===== src/cprd_consts.svh =====
`ifndef CPRD_CONSTS_SVH
`define CPRD_CONSTS_SVH

// Record number that carries the channel parameters
`define CPRD_RECORD_NUM    16'h0080
// Expected parameter data length, 48 bytes
`define CPRD_PARAM_LEN     8'h30
// Format version byte: major 0 high nibble, minor 1 low nibble
`define CPRD_VERSION       8'h01
// Value expected in the two spare header bytes
`define CPRD_SPARE_VAL     8'h00

// Byte offsets inside the record
`define CPRD_OFS_VERSION   8'h00
`define CPRD_OFS_LENGTH    8'h01
`define CPRD_OFS_SPARE_A   8'h02
`define CPRD_OFS_SPARE_B   8'h03
`define CPRD_OFS_FUNC      8'h04
`define CPRD_OFS_BASIC     8'h05
`define CPRD_OFS_INPUT     8'h06

// Field positions
`define CPRD_FUNC_RANGE    3:0
`define CPRD_FUNC_RSVD     7:4
`define CPRD_STOP_RANGE    1:0
`define CPRD_SENS_RANGE    7:6
`define CPRD_EVAL_RANGE    5:4
`define CPRD_SIGT_RANGE    3:0

// Field encodings
`define CPRD_FUNC_COUNT    4'h1
`define CPRD_FUNC_MEASURE  4'h2
`define CPRD_FUNC_RSVD_VAL 4'h0
`define CPRD_STOP_HOLD     2'h1
`define CPRD_STOP_CONT     2'h2
`define CPRD_SENS_RSVD     2'h3
`define CPRD_EVAL_RSVD     2'h3
`define CPRD_SIGT_MAX      4'h4

// Status error codes
`define CPRD_ERR_NONE      8'h00
`define CPRD_ERR_RECORD    8'hB0
`define CPRD_ERR_LENGTH    8'hB1
`define CPRD_ERR_HEADER    8'hB2
`define CPRD_ERR_VALUE     8'hB3
`define CPRD_ERR_MODE      8'hB4

// Reset values
`define CPRD_CFG_RESET     14'h0000
`define CPRD_CNT_RESET     8'h00

`endif


===== src/cprd_pkg.sv =====
package cprd_pkg;

	// Receiver state
	typedef enum logic
	{
		CPRD_IDLE,
		CPRD_RECV
	} cprd_state_e;

	// Applied channel configuration
	typedef struct packed
	{
		logic [3:0] func_mode;   // Counting or measuring
		logic [1:0] stop_react;  // Reaction to controller stop
		logic [1:0] sensor;      // Sensor output type
		logic [1:0] eval;        // Edge evaluation multiplier
		logic [3:0] sig_type;    // Input signal type
	} cprd_cfg_s;

	// Answer to one record write
	typedef struct packed
	{
		logic       valid;       // One-cycle answer strobe
		logic       error;       // Transfer refused
		logic [7:0] code;        // Byte count or error code
	} cprd_status_s;

endpackage


===== src/cprd_top.sv =====
// How it works
// - Accept record 128 writes while running.
// - Faulty transfer keeps old config, reports code.
// - Good transfer reports transferred byte count.
// - Mode byte changes only at fresh assignment or before the first applied config.
// - Header version 0.1, length 48, spares.
// - Mode nibble: counting or measuring.
// - Stop reaction: hold last or continue.
// - Sensor type from byte 6 bits 7..6.
// - Edge evaluation from byte 6 bits 5..4.
// - Signal type from byte 6 low nibble.
`timescale 1ns/1ns
`include "cprd_consts.svh"

module cprd_top
	import cprd_pkg::*;
(
	input  wire logic         CLK,
	input  wire logic         RESET_N,
	input  wire logic         REC_START,
	input  wire logic [15:0]  REC_INDEX,
	input  wire logic         REC_VALID,
	input  wire logic [7:0]   REC_DATA,
	input  wire logic         REC_END,
	input  wire logic         FRESH_ASSIGN,
	output cprd_status_s      STATUS,
	output cprd_cfg_s         CFG,
	output logic              CFG_VALID
);

	// Reset synchroniser stages
	logic          rst_meta_r;     // First stage, read only by second
	logic          rst_n_r;        // Released reset used everywhere

	// Receiver state
	cprd_state_e   state_r;        // Idle or inside a record
	cprd_state_e   state_nxt;
	logic [7:0]    byte_cnt_r;     // Bytes taken in this record
	logic [7:0]    byte_cnt_nxt;
	logic [7:0]    err_code_r;     // First error seen in this record
	logic [7:0]    err_code_nxt;
	cprd_cfg_s     stage_r;        // Staged fields, not yet applied
	cprd_cfg_s     stage_nxt;

	// Applied configuration and answer
	cprd_cfg_s     cfg_r;
	cprd_cfg_s     cfg_nxt;
	logic          cfg_valid_r;
	logic          cfg_valid_nxt;
	cprd_status_s  status_r;
	cprd_status_s  status_nxt;

	// Release reset through two flops so removal is clean
	// Assertion stays asynchronous; only the release waits
	// Two edges of delay keep removal off a metastable edge
	always_ff @(posedge CLK or negedge RESET_N)
	begin
		if (!RESET_N)
		begin
			rst_meta_r <= 1'b0;
			rst_n_r    <= 1'b0;
		end
		else
		begin
			rst_meta_r <= 1'b1;
			rst_n_r    <= rst_meta_r;
		end
	end

	// Transfer events; a new start always wins and restarts
	// Start honoured in any state, so a cut record is dropped
	// Valid or end outside a record ignored, no answer given
	wire           in_recv    = (state_r == CPRD_RECV);
	wire           take_start = REC_START;
	wire           take_byte  = in_recv && REC_VALID && !REC_START && !REC_END;
	wire           take_end   = in_recv && REC_END && !REC_START;
	wire           index_bad  = (REC_INDEX != `CPRD_RECORD_NUM);

	// Offset decode of the incoming byte
	// Offset is the count of bytes taken, first byte at zero
	// One compare per field keeps the decode paths short
	wire           at_ver     = (byte_cnt_r == `CPRD_OFS_VERSION);
	wire           at_len     = (byte_cnt_r == `CPRD_OFS_LENGTH);
	wire           at_spare   = (byte_cnt_r == `CPRD_OFS_SPARE_A) || (byte_cnt_r == `CPRD_OFS_SPARE_B);
	wire           at_func    = (byte_cnt_r == `CPRD_OFS_FUNC);
	wire           at_basic   = (byte_cnt_r == `CPRD_OFS_BASIC);
	wire           at_input   = (byte_cnt_r == `CPRD_OFS_INPUT);
	wire           too_many   = (byte_cnt_r >= `CPRD_PARAM_LEN);

	// Field slices of the incoming byte
	// Plain wires; only used when the offset matches
	wire [3:0]     func_f     = REC_DATA[`CPRD_FUNC_RANGE];
	wire [3:0]     func_rsvd  = REC_DATA[`CPRD_FUNC_RSVD];
	wire [1:0]     stop_f     = REC_DATA[`CPRD_STOP_RANGE];
	wire [1:0]     sens_f     = REC_DATA[`CPRD_SENS_RANGE];
	wire [1:0]     eval_f     = REC_DATA[`CPRD_EVAL_RANGE];
	wire [3:0]     sigt_f     = REC_DATA[`CPRD_SIGT_RANGE];

	// Header must match the fixed format exactly
	// Fixed version, length and zero spares; anything else refused
	// Stops a record of another layout being half applied
	wire           ver_bad    = at_ver && (REC_DATA != `CPRD_VERSION);
	wire           len_bad    = at_len && (REC_DATA != `CPRD_PARAM_LEN);
	wire           spare_bad  = at_spare && (REC_DATA != `CPRD_SPARE_VAL);
	wire           hdr_bad    = ver_bad || len_bad || spare_bad;

	// Mode: only counting or measuring, upper nibble spare
	// Upper nibble must be zero so future codes are not misread
	// Zero and codes above two refused as reserved
	wire           func_ok    = (func_f == `CPRD_FUNC_COUNT) || (func_f == `CPRD_FUNC_MEASURE);
	wire           func_bad   = at_func && (!func_ok || (func_rsvd != `CPRD_FUNC_RSVD_VAL));

	// Mode may not move while running with a live config
	// Compared against the applied mode, not the staged one
	// Before the first applied record there is nothing to lock
	// Sampled when byte 4 is taken; later level changes do not count
	wire           func_moved = (func_f != cfg_r.func_mode);
	wire           func_lock  = at_func && cfg_valid_r && !FRESH_ASSIGN && func_moved;

	// Stop reaction: unlisted 00 treated as reserved too
	// Bits above the low two ignored on purpose
	// Refusing 00 avoids an undefined stop reaction
	wire           stop_ok    = (stop_f == `CPRD_STOP_HOLD) || (stop_f == `CPRD_STOP_CONT);
	wire           basic_bad  = at_basic && !stop_ok;

	// Counter inputs: reserved codes refused
	// Sensor and evaluation refuse 11; signal type refuses above 4
	// All three checked together, one code for the byte
	wire           sens_bad   = (sens_f == `CPRD_SENS_RSVD);
	wire           eval_bad   = (eval_f == `CPRD_EVAL_RSVD);
	wire           sigt_bad   = (sigt_f > `CPRD_SIGT_MAX);
	wire           input_bad  = at_input && (sens_bad || eval_bad || sigt_bad);

	// Error for this byte, most basic fault first
	// Priority: length, header, mode lock, then value
	// Mode lock wins over a reserved mode in the same byte
	// Only one code fits the answer, so the order is fixed
	wire           value_bad  = func_bad || basic_bad || input_bad;
	wire [7:0]     byte_code  = too_many  ? `CPRD_ERR_LENGTH :
	                            hdr_bad   ? `CPRD_ERR_HEADER :
	                            func_lock ? `CPRD_ERR_MODE   :
	                            value_bad ? `CPRD_ERR_VALUE  :
	                                        `CPRD_ERR_NONE;

	// Keep the first fault; later bytes cannot hide it
	// Error code register doubles as the sticky fault marker
	// Cleared only by a new start, never by a later byte
	wire           had_err    = (err_code_r != `CPRD_ERR_NONE);
	wire [7:0]     keep_code  = had_err ? err_code_r : byte_code;

	// Verdict at the end of the record
	// Short record counts as a length fault at the end
	// A long record was already flagged at byte 48
	// Apply needs a clean end; anything else keeps the old set
	wire           short_rec  = (byte_cnt_r != `CPRD_PARAM_LEN);
	wire [7:0]     final_code = had_err   ? err_code_r :
	                            short_rec ? `CPRD_ERR_LENGTH :
	                                        `CPRD_ERR_NONE;
	wire           final_bad  = (final_code != `CPRD_ERR_NONE);
	wire           apply      = take_end && !final_bad;

	// Count saturates so an endless stream cannot wrap to 48
	// Limitation: count cannot show more than 255 bytes
	// Only reached by a stream far beyond any legal record
	wire           cnt_full   = (byte_cnt_r == 8'hFF);
	wire [7:0]     cnt_inc    = cnt_full ? byte_cnt_r : byte_cnt_r + 8'h01;

	// Next state of the receiver
	// Two states: waiting for start, or inside a record
	// End returns to idle; start from either state restarts
	always_comb
	begin
		state_nxt = state_r;
		if (take_start)
		begin
			state_nxt = CPRD_RECV;
		end
		else if (take_end)
		begin
			state_nxt = CPRD_IDLE;
		end
	end

	// Byte counter and first-error tracking
	// Counter moves only on accepted bytes, never on stalls
	// Bad record number caught at start, before any byte
	always_comb
	begin
		byte_cnt_nxt = byte_cnt_r;
		err_code_nxt = err_code_r;
		if (take_start)
		begin
			// Wrong record number poisons the whole transfer
			byte_cnt_nxt = `CPRD_CNT_RESET;
			err_code_nxt = index_bad ? `CPRD_ERR_RECORD : `CPRD_ERR_NONE;
		end
		else if (take_byte)
		begin
			byte_cnt_nxt = cnt_inc;
			err_code_nxt = keep_code;
		end
	end

	// Stage decoded fields; nothing reaches CFG before the end
	// Staging costs fourteen flops but keeps CFG stable mid-record
	// A refused record leaves staged values that are never applied
	always_comb
	begin
		stage_nxt = stage_r;
		if (take_byte && at_func)
		begin
			stage_nxt.func_mode = func_f;
		end
		if (take_byte && at_basic)
		begin
			stage_nxt.stop_react = stop_f;
		end
		if (take_byte && at_input)
		begin
			stage_nxt.sensor   = sens_f;
			stage_nxt.eval     = eval_f;
			stage_nxt.sig_type = sigt_f;
		end
	end

	// Apply staged config only on a clean record
	// CFG and CFG_VALID move on the same edge as the answer
	// Valid flag never cleared except by reset
	always_comb
	begin
		cfg_nxt       = cfg_r;
		cfg_valid_nxt = cfg_valid_r;
		if (apply)
		begin
			cfg_nxt       = stage_r;
			cfg_valid_nxt = 1'b1;
		end
	end

	// Answer: byte count on success, code on failure
	// Strobe for exactly one cycle after the end is taken
	// Error flag and code hold until the next answer
	// Success code is the count, 48 on any clean record
	always_comb
	begin
		status_nxt       = status_r;
		status_nxt.valid = 1'b0;
		if (take_end)
		begin
			status_nxt.valid = 1'b1;
			status_nxt.error = final_bad;
			status_nxt.code  = final_bad ? final_code : byte_cnt_r;
		end
	end

	// Receiver registers
	// Async reset by the released copy, constants only
	// State, count, fault and staged fields clear together
	always_ff @(posedge CLK or negedge rst_n_r)
	begin
		if (!rst_n_r)
		begin
			state_r    <= CPRD_IDLE;
			byte_cnt_r <= `CPRD_CNT_RESET;
			err_code_r <= `CPRD_ERR_NONE;
			stage_r    <= `CPRD_CFG_RESET;
		end
		else
		begin
			state_r    <= state_nxt;
			byte_cnt_r <= byte_cnt_nxt;
			err_code_r <= err_code_nxt;
			stage_r    <= stage_nxt;
		end
	end

	// Applied configuration and answer registers
	// Kept apart from the receiver so the applied set is easy to find
	// Reset leaves no config valid; CFG reads as all zero
	always_ff @(posedge CLK or negedge rst_n_r)
	begin
		if (!rst_n_r)
		begin
			cfg_r       <= `CPRD_CFG_RESET;
			cfg_valid_r <= 1'b0;
			status_r    <= '0;
		end
		else
		begin
			cfg_r       <= cfg_nxt;
			cfg_valid_r <= cfg_valid_nxt;
			status_r    <= status_nxt;
		end
	end

	// Outputs straight from flops
	// No logic between flops and pins keeps output timing clean
	// Struct ports keep field order identical to the package
	assign STATUS    = status_r;
	assign CFG       = cfg_r;
	assign CFG_VALID = cfg_valid_r;

endmodule


===== config.mk =====
export PLATFORM = sky130hd
export DESIGN_NAME = cprd_top
export DESIGN_NICKNAME = d
export VERILOG_FILES = /design/src/cprd_pkg.sv /design/src/cprd_top.sv
export VERILOG_INCLUDE_DIRS = /design/src /design/src/src
export SDC_FILE = /design/constraint.sdc
export NUM_CORES = 1
export LEC_CHECK = 0
export ABC_AREA = 0
export BUFFER_PORTS_ARGS = -buffer_cell sky130_fd_sc_hd__buf_2
export CORE_ASPECT_RATIO = 0.75
export CORE_MARGIN = 3
export CORE_UTILIZATION = 49
export CTS_CLUSTER_DIAMETER = 100
export CTS_CLUSTER_SIZE = 24
export DETAILED_ROUTE_END_ITERATION = 10
export GPL_ROUTABILITY_DRIVEN = 1
export HOLD_SLACK_MARGIN = 0.12
export PLACE_DENSITY_LB_ADDON = 0.05
export SLEW_MARGIN = 25
export SYNTH_ARGS = -nofsm -noshare
export SYNTH_HDL_FRONTEND = slang
export SYNTH_SLANG_ARGS = --single-unit
export TNS_END_PERCENT = 1

===== constraint.sdc =====
create_clock -name CLK -period 1.7 [get_ports CLK]
set_clock_uncertainty 0.2 [all_clocks]
set_input_delay 0.34 -clock CLK [delete_from_list [all_inputs] [get_ports CLK]]
set_output_delay 0.34 -clock CLK [all_outputs]
set_load 0.01 [all_outputs]

==> reports/results.txt, run 1 <==
status: complete, but fails checks
violated checks: setup timing
Hold Crit Class: in2async
Synth Area per Inst: 11.9 sq um
flops & latches, synth: 54
max-cap violations: 0
Iteration-0 DRC Markers: 65
grt ovf: 0
share of cells above drive strength 1: 49.8%
vias in the first global route: 1958
pre-CTS setup slack: -0.420 ns
Final GP Congestion: 0.810
final hold slack: 0.144 ns
antenna violations before repair: 0
Yosys top cell by area: dfrtp_1
post-synth top area share: 53.1%
Crit Path Class: reg2reg
crit path max fanout: 4
CP required: 1.67 ns
Total Wirelength: 5600 um
Netlist Area Pre-Place: 0.00254 sq mm
Worst Setup End Kind: register
total power: 2.25 mW
IO Pins: 55
largest net degree at the start of global routing: 53
root buf cell: clkbuf_8
Critical Path Slowest Stage Cell: or4b_4
top_reg_cell synth: dfrtp_1
core area: 0.00495 sq mm
top post-synthesis cells by count: 54 x dfrtp_1, 21 x mux2_2, 18 x nor2_1
Final Hold Fails: 0
Die X: 89.2 um
# nets final: 363
Vias: 1982
period utilisation layout: 122%
minimum clock period: 2.08 ns
crit path cell chain: nor4_2 > buf_4 > nand4b_1 > or4b_4 > nand3b_1 > o221ai_1
routed len/inst: 14.5 um
GR Util All Layers: 20.1%
drt drc: 0
clk buf depth: 2
die area: 0.00610 sq mm
Clock transition at path regs: 0.09 ns
pwr dens: 647 mW/mm^2
Async SR Flop Fraction: 100%
Max Freq: 482 MHz
RSZ-0062 raised after global routing: true
H-tree depth: 2
dpl hpwl: 4270 um
Die H: 68.4 um
site row count: 22
final setup margin: -0.375 ns
critical path's largest stage delay: 0.58 ns
Static Leak: 1.78 nW
synth warn: 0
Post-Syn Nets: 251
R2R depth: 6
Worst Setup Start Kind: register
first-pass GRT wire length: 9190 um
TritonCTS clock tree: done
Initial DRT Pass Iterations: 4
arrival time at the worst endpoint: 2.04 ns
Via density: 5.12
Mapped Cells: 214
Yosys cell types: 44
final number of max-transition violations: 0
TritonCTS Buffers: 5
post-route ant nets: 0
final setup fails: 40
most frequent cell after synthesis: dfrtp_1
Sink Count: 54
area delta synth->final: 36.9%
Initial Util: 51.4%
Worst VDD drop: 0.508 mV
top cells by area, synth: dfrtp_1 53%, mux2_2 9.3%, mux2_4 4.1%
Seq/Total Area, Yosys: 53.1%
IO buf count: 54
EDFF count, synth: 0
# diodes: 0
worst skew pair latency: 0.30 ns
Core Util, Final: 70.3%
-- cells by family after synthesis --
| kind of cell | after synthesis | synth area share (%) |
|---|---|---|
| and+or+nand+nor | 73 | 16.0 |
| xor gates and xnor gates | 9 | 3.10 |
| buffers and inverters | 16 | 4.03 |
| AOI/OAI and AO/OA | 26 | 6.78 |
| DFF | 54 | 53.1 |
| muxes | 28 | 13.4 |
| other | 1 | 0.147 |
| adders and majority gates | 7 | 3.44 |
-- cell usage in the layout (no fill, tap or decap), types with 3 or more instances in the layout --
cell type,synthesis,final
and2_1,3,3
buf_2,0,54
buf_4,0,49
buf_6,3,3
clkbuf_8,2,6
dfrtp_1,54,53
dlygate4sd3_1,0,3
ha_1,7,5
inv_1,10,9
mux2_2,21,21
mux2_4,7,7
nand2_1,15,13
nand3_1,7,6
nand4_1,5,5
nor2_1,18,18
nor2b_1,3,3
nor3_1,4,3
nor4_1,6,5
o21ai_0,7,7
xor2_1,7,7
-- what timing repair did --
action	CTS	global route
endpoints found under the setup margin	43	43
hold buffers	3	0
hold endpoints to repair	55	0
pin swaps	8	8
buffers inserted	2	0
resized for setup	13	8
-- state kept, by name, summed over array words and instances (netlist names) --
signal / count
stage_r: 14
rst_meta_r: 1
CFG: 14
byte_cnt_r: 8
STATUS: 10
CFG_VALID: 1
rst_n_r: 1
err_code_r: 4
in_recv: 1
-- final timing paths --
check | slack (ns) | endpoint | startpoint
setup / recovery | -0.38 | err_code_r[1]$_DFFE_PN0P_ | byte_cnt_r[7]$_DFFE_PN0P_
hold reg to reg | 0.17 | rst_n_r$_DFF_PN0_ | rst_meta_r$_DFF_PN0_
hold / removal | 0.14 | rst_n_r$_DFF_PN0_ | RESET_N
max in group asynchronous | 0.42 | stage_r[4]$_DFFE_PN0P_ | rst_n_r$_DFF_PN0_
setup reg to reg | -0.38 | err_code_r[1]$_DFFE_PN0P_ | byte_cnt_r[7]$_DFFE_PN0P_
min in group CLK | 0.17 | stage_r[4]$_DFFE_PN0P_ | REC_DATA[4]
-- per-stage QoR --
step / std cells / TNS, ns / area [sq um]
after detailed placement: 374 / -10.85 / 3240
after floorplan: 214 / -13.84 / 2550
after global placement: 374 / -9.35 / 3240
after global routing: 387 / -12.34 / 3480
after CTS: 387 / -9.10 / 3440
final: 387 / -9.21 / 3480
-- critical path: cells and delay by family, from the launching register on --
| family | cells | cell delay (ns) |
|---|---|---|
| and+or+nand+nor | 4 | 1.08 |
| DFF | 1 | 0.40 |
| buffers and inverters | 1 | 0.16 |
| AOI/OAI and AO/OA | 1 | 0.11 |
-- final cells by class --
class                   count  area [sq um]
flip-flops and latches     54          1350
clock inverters             1          5.00
fillers                   399          1470
multi-input cells         144          1180
repair buffers            111           742
inverters                  10          37.5
well taps                  60          75.1
clock buffers               7          86.3
-- where the power goes --
| part | switching [mW] | leakage (nW) | internal [mW] | total (mW) |
|---|---|---|---|---|
| clock network | 0.391 | 0.0482 | 0.329 | 0.720 |
| registers | 0.00738 | 0.719 | 1.30 | 1.31 |
| logic | 0.116 | 1.01 | 0.111 | 0.227 |
| total | 0.514 | 1.78 | 1.74 | 2.25 |
-- metal layers --
layer  vias up  global-route usage [%]  wire, um
li1        989                       -         -
met1       957                    28.2      2810
met2        32                    31.3      2550
met3         4                    5.05       186
met4         0                    5.02        51
met5         -                       0         0
Power figures use the tool's default switching activity.
==> run 2: changes to the inputs <==
- GPL_TIMING_DRIVEN: default -> 0
==> run 2 against run 1 <==
Compared with the run above: critical path type unchanged; register-to-register slack lost 0.02 ns; critical endpoint is now err_code_r[0]$_DFFE_PN0P_; die area is the same; largest power group unchanged; largest cell class unchanged; hold slack lost 0.0021 ns; global-route usage shrank 1.1 points; first-iteration DRC count grew 98%; the run still ends with setup timing left; sequential power is essentially flat; setup slack lost 0.023 ns; sequential share of layout area grew 2.9 points; core utilization shrank 4.4 points.
==> reports/results.txt, run 2 (same netlist as run 1, synthesis figures left out) <==
status: complete, but fails checks
violated checks: setup timing
RSZ-0062 raised after global routing: true
TritonCTS clock tree: done
CP required: 1.69 ns (+0.02 ns)
total power: 2.28 mW (+1.1%)
Iteration-0 DRC Markers: 129 (+98%)
switching pwr: 527 uW (+2.6%)
Setup TNS: -12.45 ns (-3.25 ns)
Die H: 68.4 um (unchanged)
Reg-to-Reg End: err_code_r[0]$_DFFE_PN0P_
# nets final: 330 (-9.1%)
final setup fails: 40 (unchanged)
area delta synth->final: 28.3%
R2R depth: 5 (-1)
most frequent cells in the layout: 54 x buf_2, 48 x dfrtp_1, 21 x mux2_2, 16 x nor2_1
Critical path destination: err_code_r[0]$_DFFE_PN0P_
crit path max fanout: 4 (unchanged)
IO Pins: 55 (unchanged)
routed len/inst: 15.5 um (+7.3%)
Worst-Margin Slew: 0.654 ns
worst skew pair latency: 0.30 ns (about the same)
design area: 0.00326 sq mm (-6.3%)
post-route ant nets: 0 (unchanged)
period utilisation layout: 123% (+1.3 points)
origin of the critical flop-to-flop path: byte_cnt_r[7]$_DFFE_PN0P_
Critical Path Slowest Stage Cell: or4b_4
Cell Area, Placed: 0.00290 sq mm (-11%)
Core Util, Final: 65.9% (-4.4 points)
max-cap violations: 0 (unchanged)
Max Freq: 477 MHz (-1.1%)
share of cells above drive strength 1: 45.6% (-4.3 points)
Initial Util: 51.4% (unchanged)
Hold Crit Class: in2reg
Final Hold Fails: 0 (unchanged)
Worst Setup Start Kind: register
clock share of power: 34.5% (+2.5 points)
clk buf depth: 2 (unchanged)
antenna violations before repair: 0 (unchanged)
critical path buffer and inverter count: 0 (-1)
Flop pwr share: 58.4% (+0.4 points)
first-pass GRT wire length: 8700 um (-5.3%)
Top delay family on crit path: simple AND/OR/NAND/NOR gates
root buf cell: clkbuf_8
pwr dens: 698 mW/mm^2 (+7.9%)
Final GP Congestion: 0.836 (+3.2%)
most common cell after layout, fill and taps aside: buf_2
Crit Path Class: reg2reg
Sink Count: 54 (unchanged)
die area: 0.00610 sq mm (unchanged)
# diodes: 0 (unchanged)
IO buf count: 54 (unchanged)
largest net degree at the start of global routing: 53 (unchanged)
TritonCTS Buffers: 5 (unchanged)
crit path cell chain: nor4_4 > nand4b_1 > or4b_4 > a21oi_2 > o22ai_1
Clock transition at path regs: 0.10 ns (about the same)
Comb pwr share: 7.1% (-3.0 points)
Worst VDD drop: 0.403 mV (-21%)
GR Util All Layers: 19.1% (-1.1 points)
Die X: 89.2 um (unchanged)
Initial DRT Pass Iterations: 4 (unchanged)
final setup margin: -0.398 ns (-0.0227 ns)
minimum clock period: 2.10 ns (+0.0227 ns)
H-tree depth: 2 (unchanged)
critical path's largest stage delay: 0.58 ns (about the same)
Total Wirelength: 5500 um (-1.8%)
core area: 0.00495 sq mm (unchanged)
grt ovf: 0 (unchanged)
Critical path origin: byte_cnt_r[7]$_DFFE_PN0P_
WP depth: 5 (-1)
site row count: 22 (unchanged)
Static Leak: 1.63 nW (-8.4%)
Via density: 5.34 (+4.3%)
arrival time at the worst endpoint: 2.09 ns (+0.05 ns)
Switching Fraction: 23.1% (+0.33 points)
internal power: 1.75 mW (+0.69%)
drt drc: 0 (unchanged)
area of the multi-input gates: 0.00119 sq mm (+0.63%)
sequential cell area: 0.00136 sq mm (+0.65%)
Vias: 1891 (-4.6%)
vias in the first global route: 1736 (-11%)
Layout fillers: 387 (-3.0%)
final number of max-transition violations: 0 (unchanged)
Worst Setup End Kind: register
headroom to the max-slew limit: 56.4%
dpl hpwl: 3730 um (-13%)
worst reg2reg setup slack: -0.40 ns (-0.02 ns)
==> run 2: power by group through the flow <==
stage                     Sequential, mW  Clock [mW]  Combinational, mW
after CTS                           1.33       0.806              0.158
after global routing                1.34       0.854              0.182
after global placement              1.36           0              0.127
final                               1.33       0.786              0.162
after floorplan                     1.35           0             0.0563
after detailed placement            1.36           0              0.130
==> run 2: area by class of cell <==
| type | instances | share of cell area (%) |
|---|---|---|
| plain buffers | 6 | 2.26 |
| clock buffers | 7 | 2.95 |
| clock inverters | 1 | 0.268 |
| inverters | 10 | 1.15 |
| multi-input cells | 144 | 36.5 |
| flip-flops and latches | 54 | 41.7 |
| well taps | 60 | 2.30 |
| repair buffers | 72 | 12.8 |
==> run 2: layer usage <==
layer  wire (um)  track usage (%)  vias up
met3         220             3.61        2
met5           0                0        -
met2        2530             27.9       40
met4          19             5.58        0
li1            -                -      921
met1        2720             28.6      928
==> run 2: stage by stage <==
| stage | setup slack [ns] | instances | hold WS [ns] |
|---|---|---|---|
| 5_1_grt | -0.478 | 354 | 0.134 |
| 3_5_place_dp | -0.608 | 328 | -0.0694 |
| 2_1_floorplan | -0.369 | 214 | -0.156 |
| 4_1_cts | -0.385 | 353 | 0.131 |
| 6_report | -0.398 | 354 | 0.142 |
| 3_3_place_gp | -0.721 | 328 | -0.0744 |
==> run 2: worst min-delay path by stage <==
stage / start / end / depth (start not counted)
3_3_place_gp: RESET_N / rst_meta_r$_DFF_PN0_ / 1
2_1_floorplan: RESET_N / rst_meta_r$_DFF_PN0_ / 0
3_5_place_dp: RESET_N / rst_meta_r$_DFF_PN0_ / 1
4_1_cts: RESET_N / rst_n_r$_DFF_PN0_ / 2
5_1_grt: RESET_N / rst_meta_r$_DFF_PN0_ / 2
6_report: REC_DATA[3] / stage_r[13]$_DFFE_PN0P_ / 2
==> run 2: worst reg2reg max path: cells and delay by family, from the launching register on <==
| family | cells | cell delay, ns |
|---|---|---|
| AND/OR/NAND/NOR | 3 | 1.09 |
| AO/OA/AOI/OAI | 2 | 0.24 |
| flip-flops | 1 | 0.46 |
==> run 2: repair_timing <==
| item | CTS | global route |
|---|---|---|
| endpoints found under the setup margin | 42 | 41 |
| hold buffers | 4 | 0 |
| gates resized for setup | 22 | 7 |
| pin swaps | 12 | 4 |
| setup buffers | 13 | 1 |
| hold endpoints to repair | 5 | 0 |
==> run 3: changes to the inputs <==
- TNS_END_PERCENT: 1 -> 100
==> run 3 against run 2 <==
Compared with the run above: the flow still finishes with violations (setup timing); first-iteration DRC count down 27%; non-clock buffer count is 29 higher; design area is 12% higher; sequential power barely moved; clock-buffer cell count shrank 2; register-to-register slack worse by 0.02 ns; combinational power grew 16%; via count up 8.1%; global-route usage up 1.2 points; hold slack worse by 0.018 ns; critical endpoint is now err_code_r[5]$_DFFE_PN0P_; highest routed layer unchanged.
==> reports/results.txt, run 3 (same netlist as run 1, synthesis figures left out) <==
Final GP Congestion: 0.852 (+2.0%)
IO buf count: 54 (unchanged)
routed len/inst: 15.8 um (+1.7%)
IO Pins: 55 (unchanged)
Static Leak: 1.82 nW (+12%)
Critical Path Slowest Stage Cell: dfrtp_2
arrival time at the worst endpoint: 2.15 ns (+0.06 ns)
Via density: 5.34 (about the same)
site row count: 22 (unchanged)
worst skew pair latency: 0.31 ns (about the same)
# nets final: 359 (+8.8%)
final number of max-transition violations: 0 (unchanged)
H-tree depth: 2 (unchanged)
grt ovf: 0 (unchanged)
headroom to the max-slew limit: 56.8% (+0.37 points)
Crit Path Class: reg2reg
total power: 2.39 mW (+4.7%)
Hold Crit Class: in2async
vias in the first global route: 1902 (+9.6%)
R2R depth: 7 (+2)
Die H: 68.4 um (unchanged)
share of cells above drive strength 1: 53.3% (+7.7 points)
Max Freq: 472 MHz (-0.93%)
Final Hold Fails: 0 (unchanged)
most common cell after layout, fill and taps aside: buf_2
Vias: 2045 (+8.1%)
worst reg2reg setup slack: -0.42 ns (-0.02 ns)
final setup fails: 45 (+13%)
status: complete, but fails checks
origin of the critical flop-to-flop path: byte_cnt_r[6]$_DFFE_PN0P_
critical path's largest stage delay: 0.47 ns (-0.11 ns)
dpl cells: 328 (unchanged)
Finished Layout Cells: 383 (+8.2%)
core area: 0.00495 sq mm (unchanged)
Reg-to-Reg End: err_code_r[5]$_DFFE_PN0P_
TritonCTS Buffers: 5 (unchanged)
Sink Count: 54 (unchanged)
Layout fillers: 343 (-11%)
CP most frequent cell: buf_4
Clock transition at path regs: 0.10 ns (about the same)
dpl hpwl: 3710 um (-0.35%)
Worst-Margin Slew: 0.649 ns (-0.00551 ns)
Setup TNS: -12.40 ns (+0.0517 ns)
drt drc: 0 (unchanged)
max-cap violations: 0 (unchanged)
antenna violations before repair: 0 (unchanged)
minimum clock period: 2.12 ns (+0.0196 ns)
pwr dens: 655 mW/mm^2 (-6.1%)
pre-CTS setup slack: -0.605 ns (+0.00344 ns)
Worst VDD drop: 0.568 mV (+41%)
# diodes: 0 (unchanged)
area delta synth->final: 43.1%
Die X: 89.2 um (unchanged)
Worst Setup Start Kind: register
largest net degree at the start of global routing: 53 (unchanged)
period utilisation layout: 125% (+1.2 points)
crit path cell chain: nor4_4 > buf_4 > nand3b_1 > buf_4 > o32ai_4 > nor2_1 > a31oi_1
post-route ant nets: 0 (unchanged)
Initial DRT Pass Iterations: 4 (unchanged)
RSZ-0062 raised after global routing: true
Iteration-0 DRC Markers: 94 (-27%)
final setup margin: -0.418 ns (-0.0196 ns)
GR Util All Layers: 20.2% (+1.2 points)
Total Wirelength: 6050 um (+10%)
clk buf depth: 2 (unchanged)
CP required: 1.73 ns (+0.04 ns)
first-pass GRT wire length: 9360 um (+7.6%)
most frequent cells in the layout: 54 x buf_2, 47 x dfrtp_1, 29 x buf_4, 19 x mux2_2, 16 x nor2_1
Initial Util: 51.4% (unchanged)
violated checks: setup timing
root buf cell: clkbuf_8
Worst Setup End Kind: register
die area: 0.00610 sq mm (unchanged)
TritonCTS clock tree: done
crit path max fanout: 5 (+1)
-- run 3: worst max-delay path by stage --
stage | from | end | slack, ns | depth (start not counted)
2_1_floorplan | byte_cnt_r[0]$_DFFE_PN0P_ | CFG[10]$_DFFE_PN0P_ | -0.37 | 7
3_3_place_gp | byte_cnt_r[0]$_DFFE_PN0P_ | CFG[8]$_DFFE_PN0P_ | -0.60 | 7
3_5_place_dp | byte_cnt_r[0]$_DFFE_PN0P_ | CFG[12]$_DFFE_PN0P_ | -0.60 | 7
4_1_cts | byte_cnt_r[0]$_DFFE_PN0P_ | CFG[8]$_DFFE_PN0P_ | -0.38 | 7
5_1_grt | byte_cnt_r[6]$_DFFE_PN0P_ | err_code_r[5]$_DFFE_PN0P_ | -0.53 | 7
6_report | byte_cnt_r[6]$_DFFE_PN0P_ | err_code_r[5]$_DFFE_PN0P_ | -0.42 | 7
-- run 3: layout make-up --
type | count | area (sq um) | area share [%]
inverters | 10 | 37.5 | 1.03
well taps | 60 | 75.1 | 2.06
plain buffers | 5 | 62.6 | 1.72
clock buffers | 5 | 68.8 | 1.89
repair buffers | 102 | 712 | 19.5
flip-flops and latches | 54 | 1360 | 37.4
clock inverters | 3 | 43.8 | 1.20
multi-input cells | 144 | 1280 | 35.1
-- run 3: routing by layer --
layer	global-route usage (%)	up-vias	part of all wire [%]
met3	3.85	6	4.3
li1	-	979	-
met2	30.0	49	47
met5	0	-	0
met4	5.95	0	1.0
met1	30.1	1011	48
-- run 3: worst max-delay path: cells and delay by family (launching register included) --
kind / cells / cell delay [ns]
AO/OA/AOI/OAI: 2 / 0.46
AND/OR/NAND/NOR: 3 / 0.55
buffers and inverters: 2 / 0.35
flip-flops: 1 / 0.47
-- run 3: timing repair --
item	4_1_cts	5_1_grt
gates cloned	1	0
hold buffers	5	0
hold endpoints to repair	5	0
endpoints found under the setup margin	42	45
gates resized for setup	37	25
pin swaps	14	13
buffers inserted	28	14
-- run 3: stage by stage --
stage	hold slack (ns)	util, %	cell area, sq um
CTS	0.120	69.6	3450
finish	0.124	73.5	3640
floorplan	-0.156	-	2560
global placement	-0.0747	58.6	2900
global route	0.136	73.5	3640
detailed placement	-0.0736	58.6	2910
-- run 3: where the power goes --
| group | leakage, nW | internal [mW] | switching [mW] |
|---|---|---|---|
| Sequential | 0.711 | 1.30 | 0.0305 |
| Clock | 0.0585 | 0.442 | 0.426 |
| Combinational | 1.06 | 0.0924 | 0.0959 |
| Total | 1.82 | 1.83 | 0.553 |
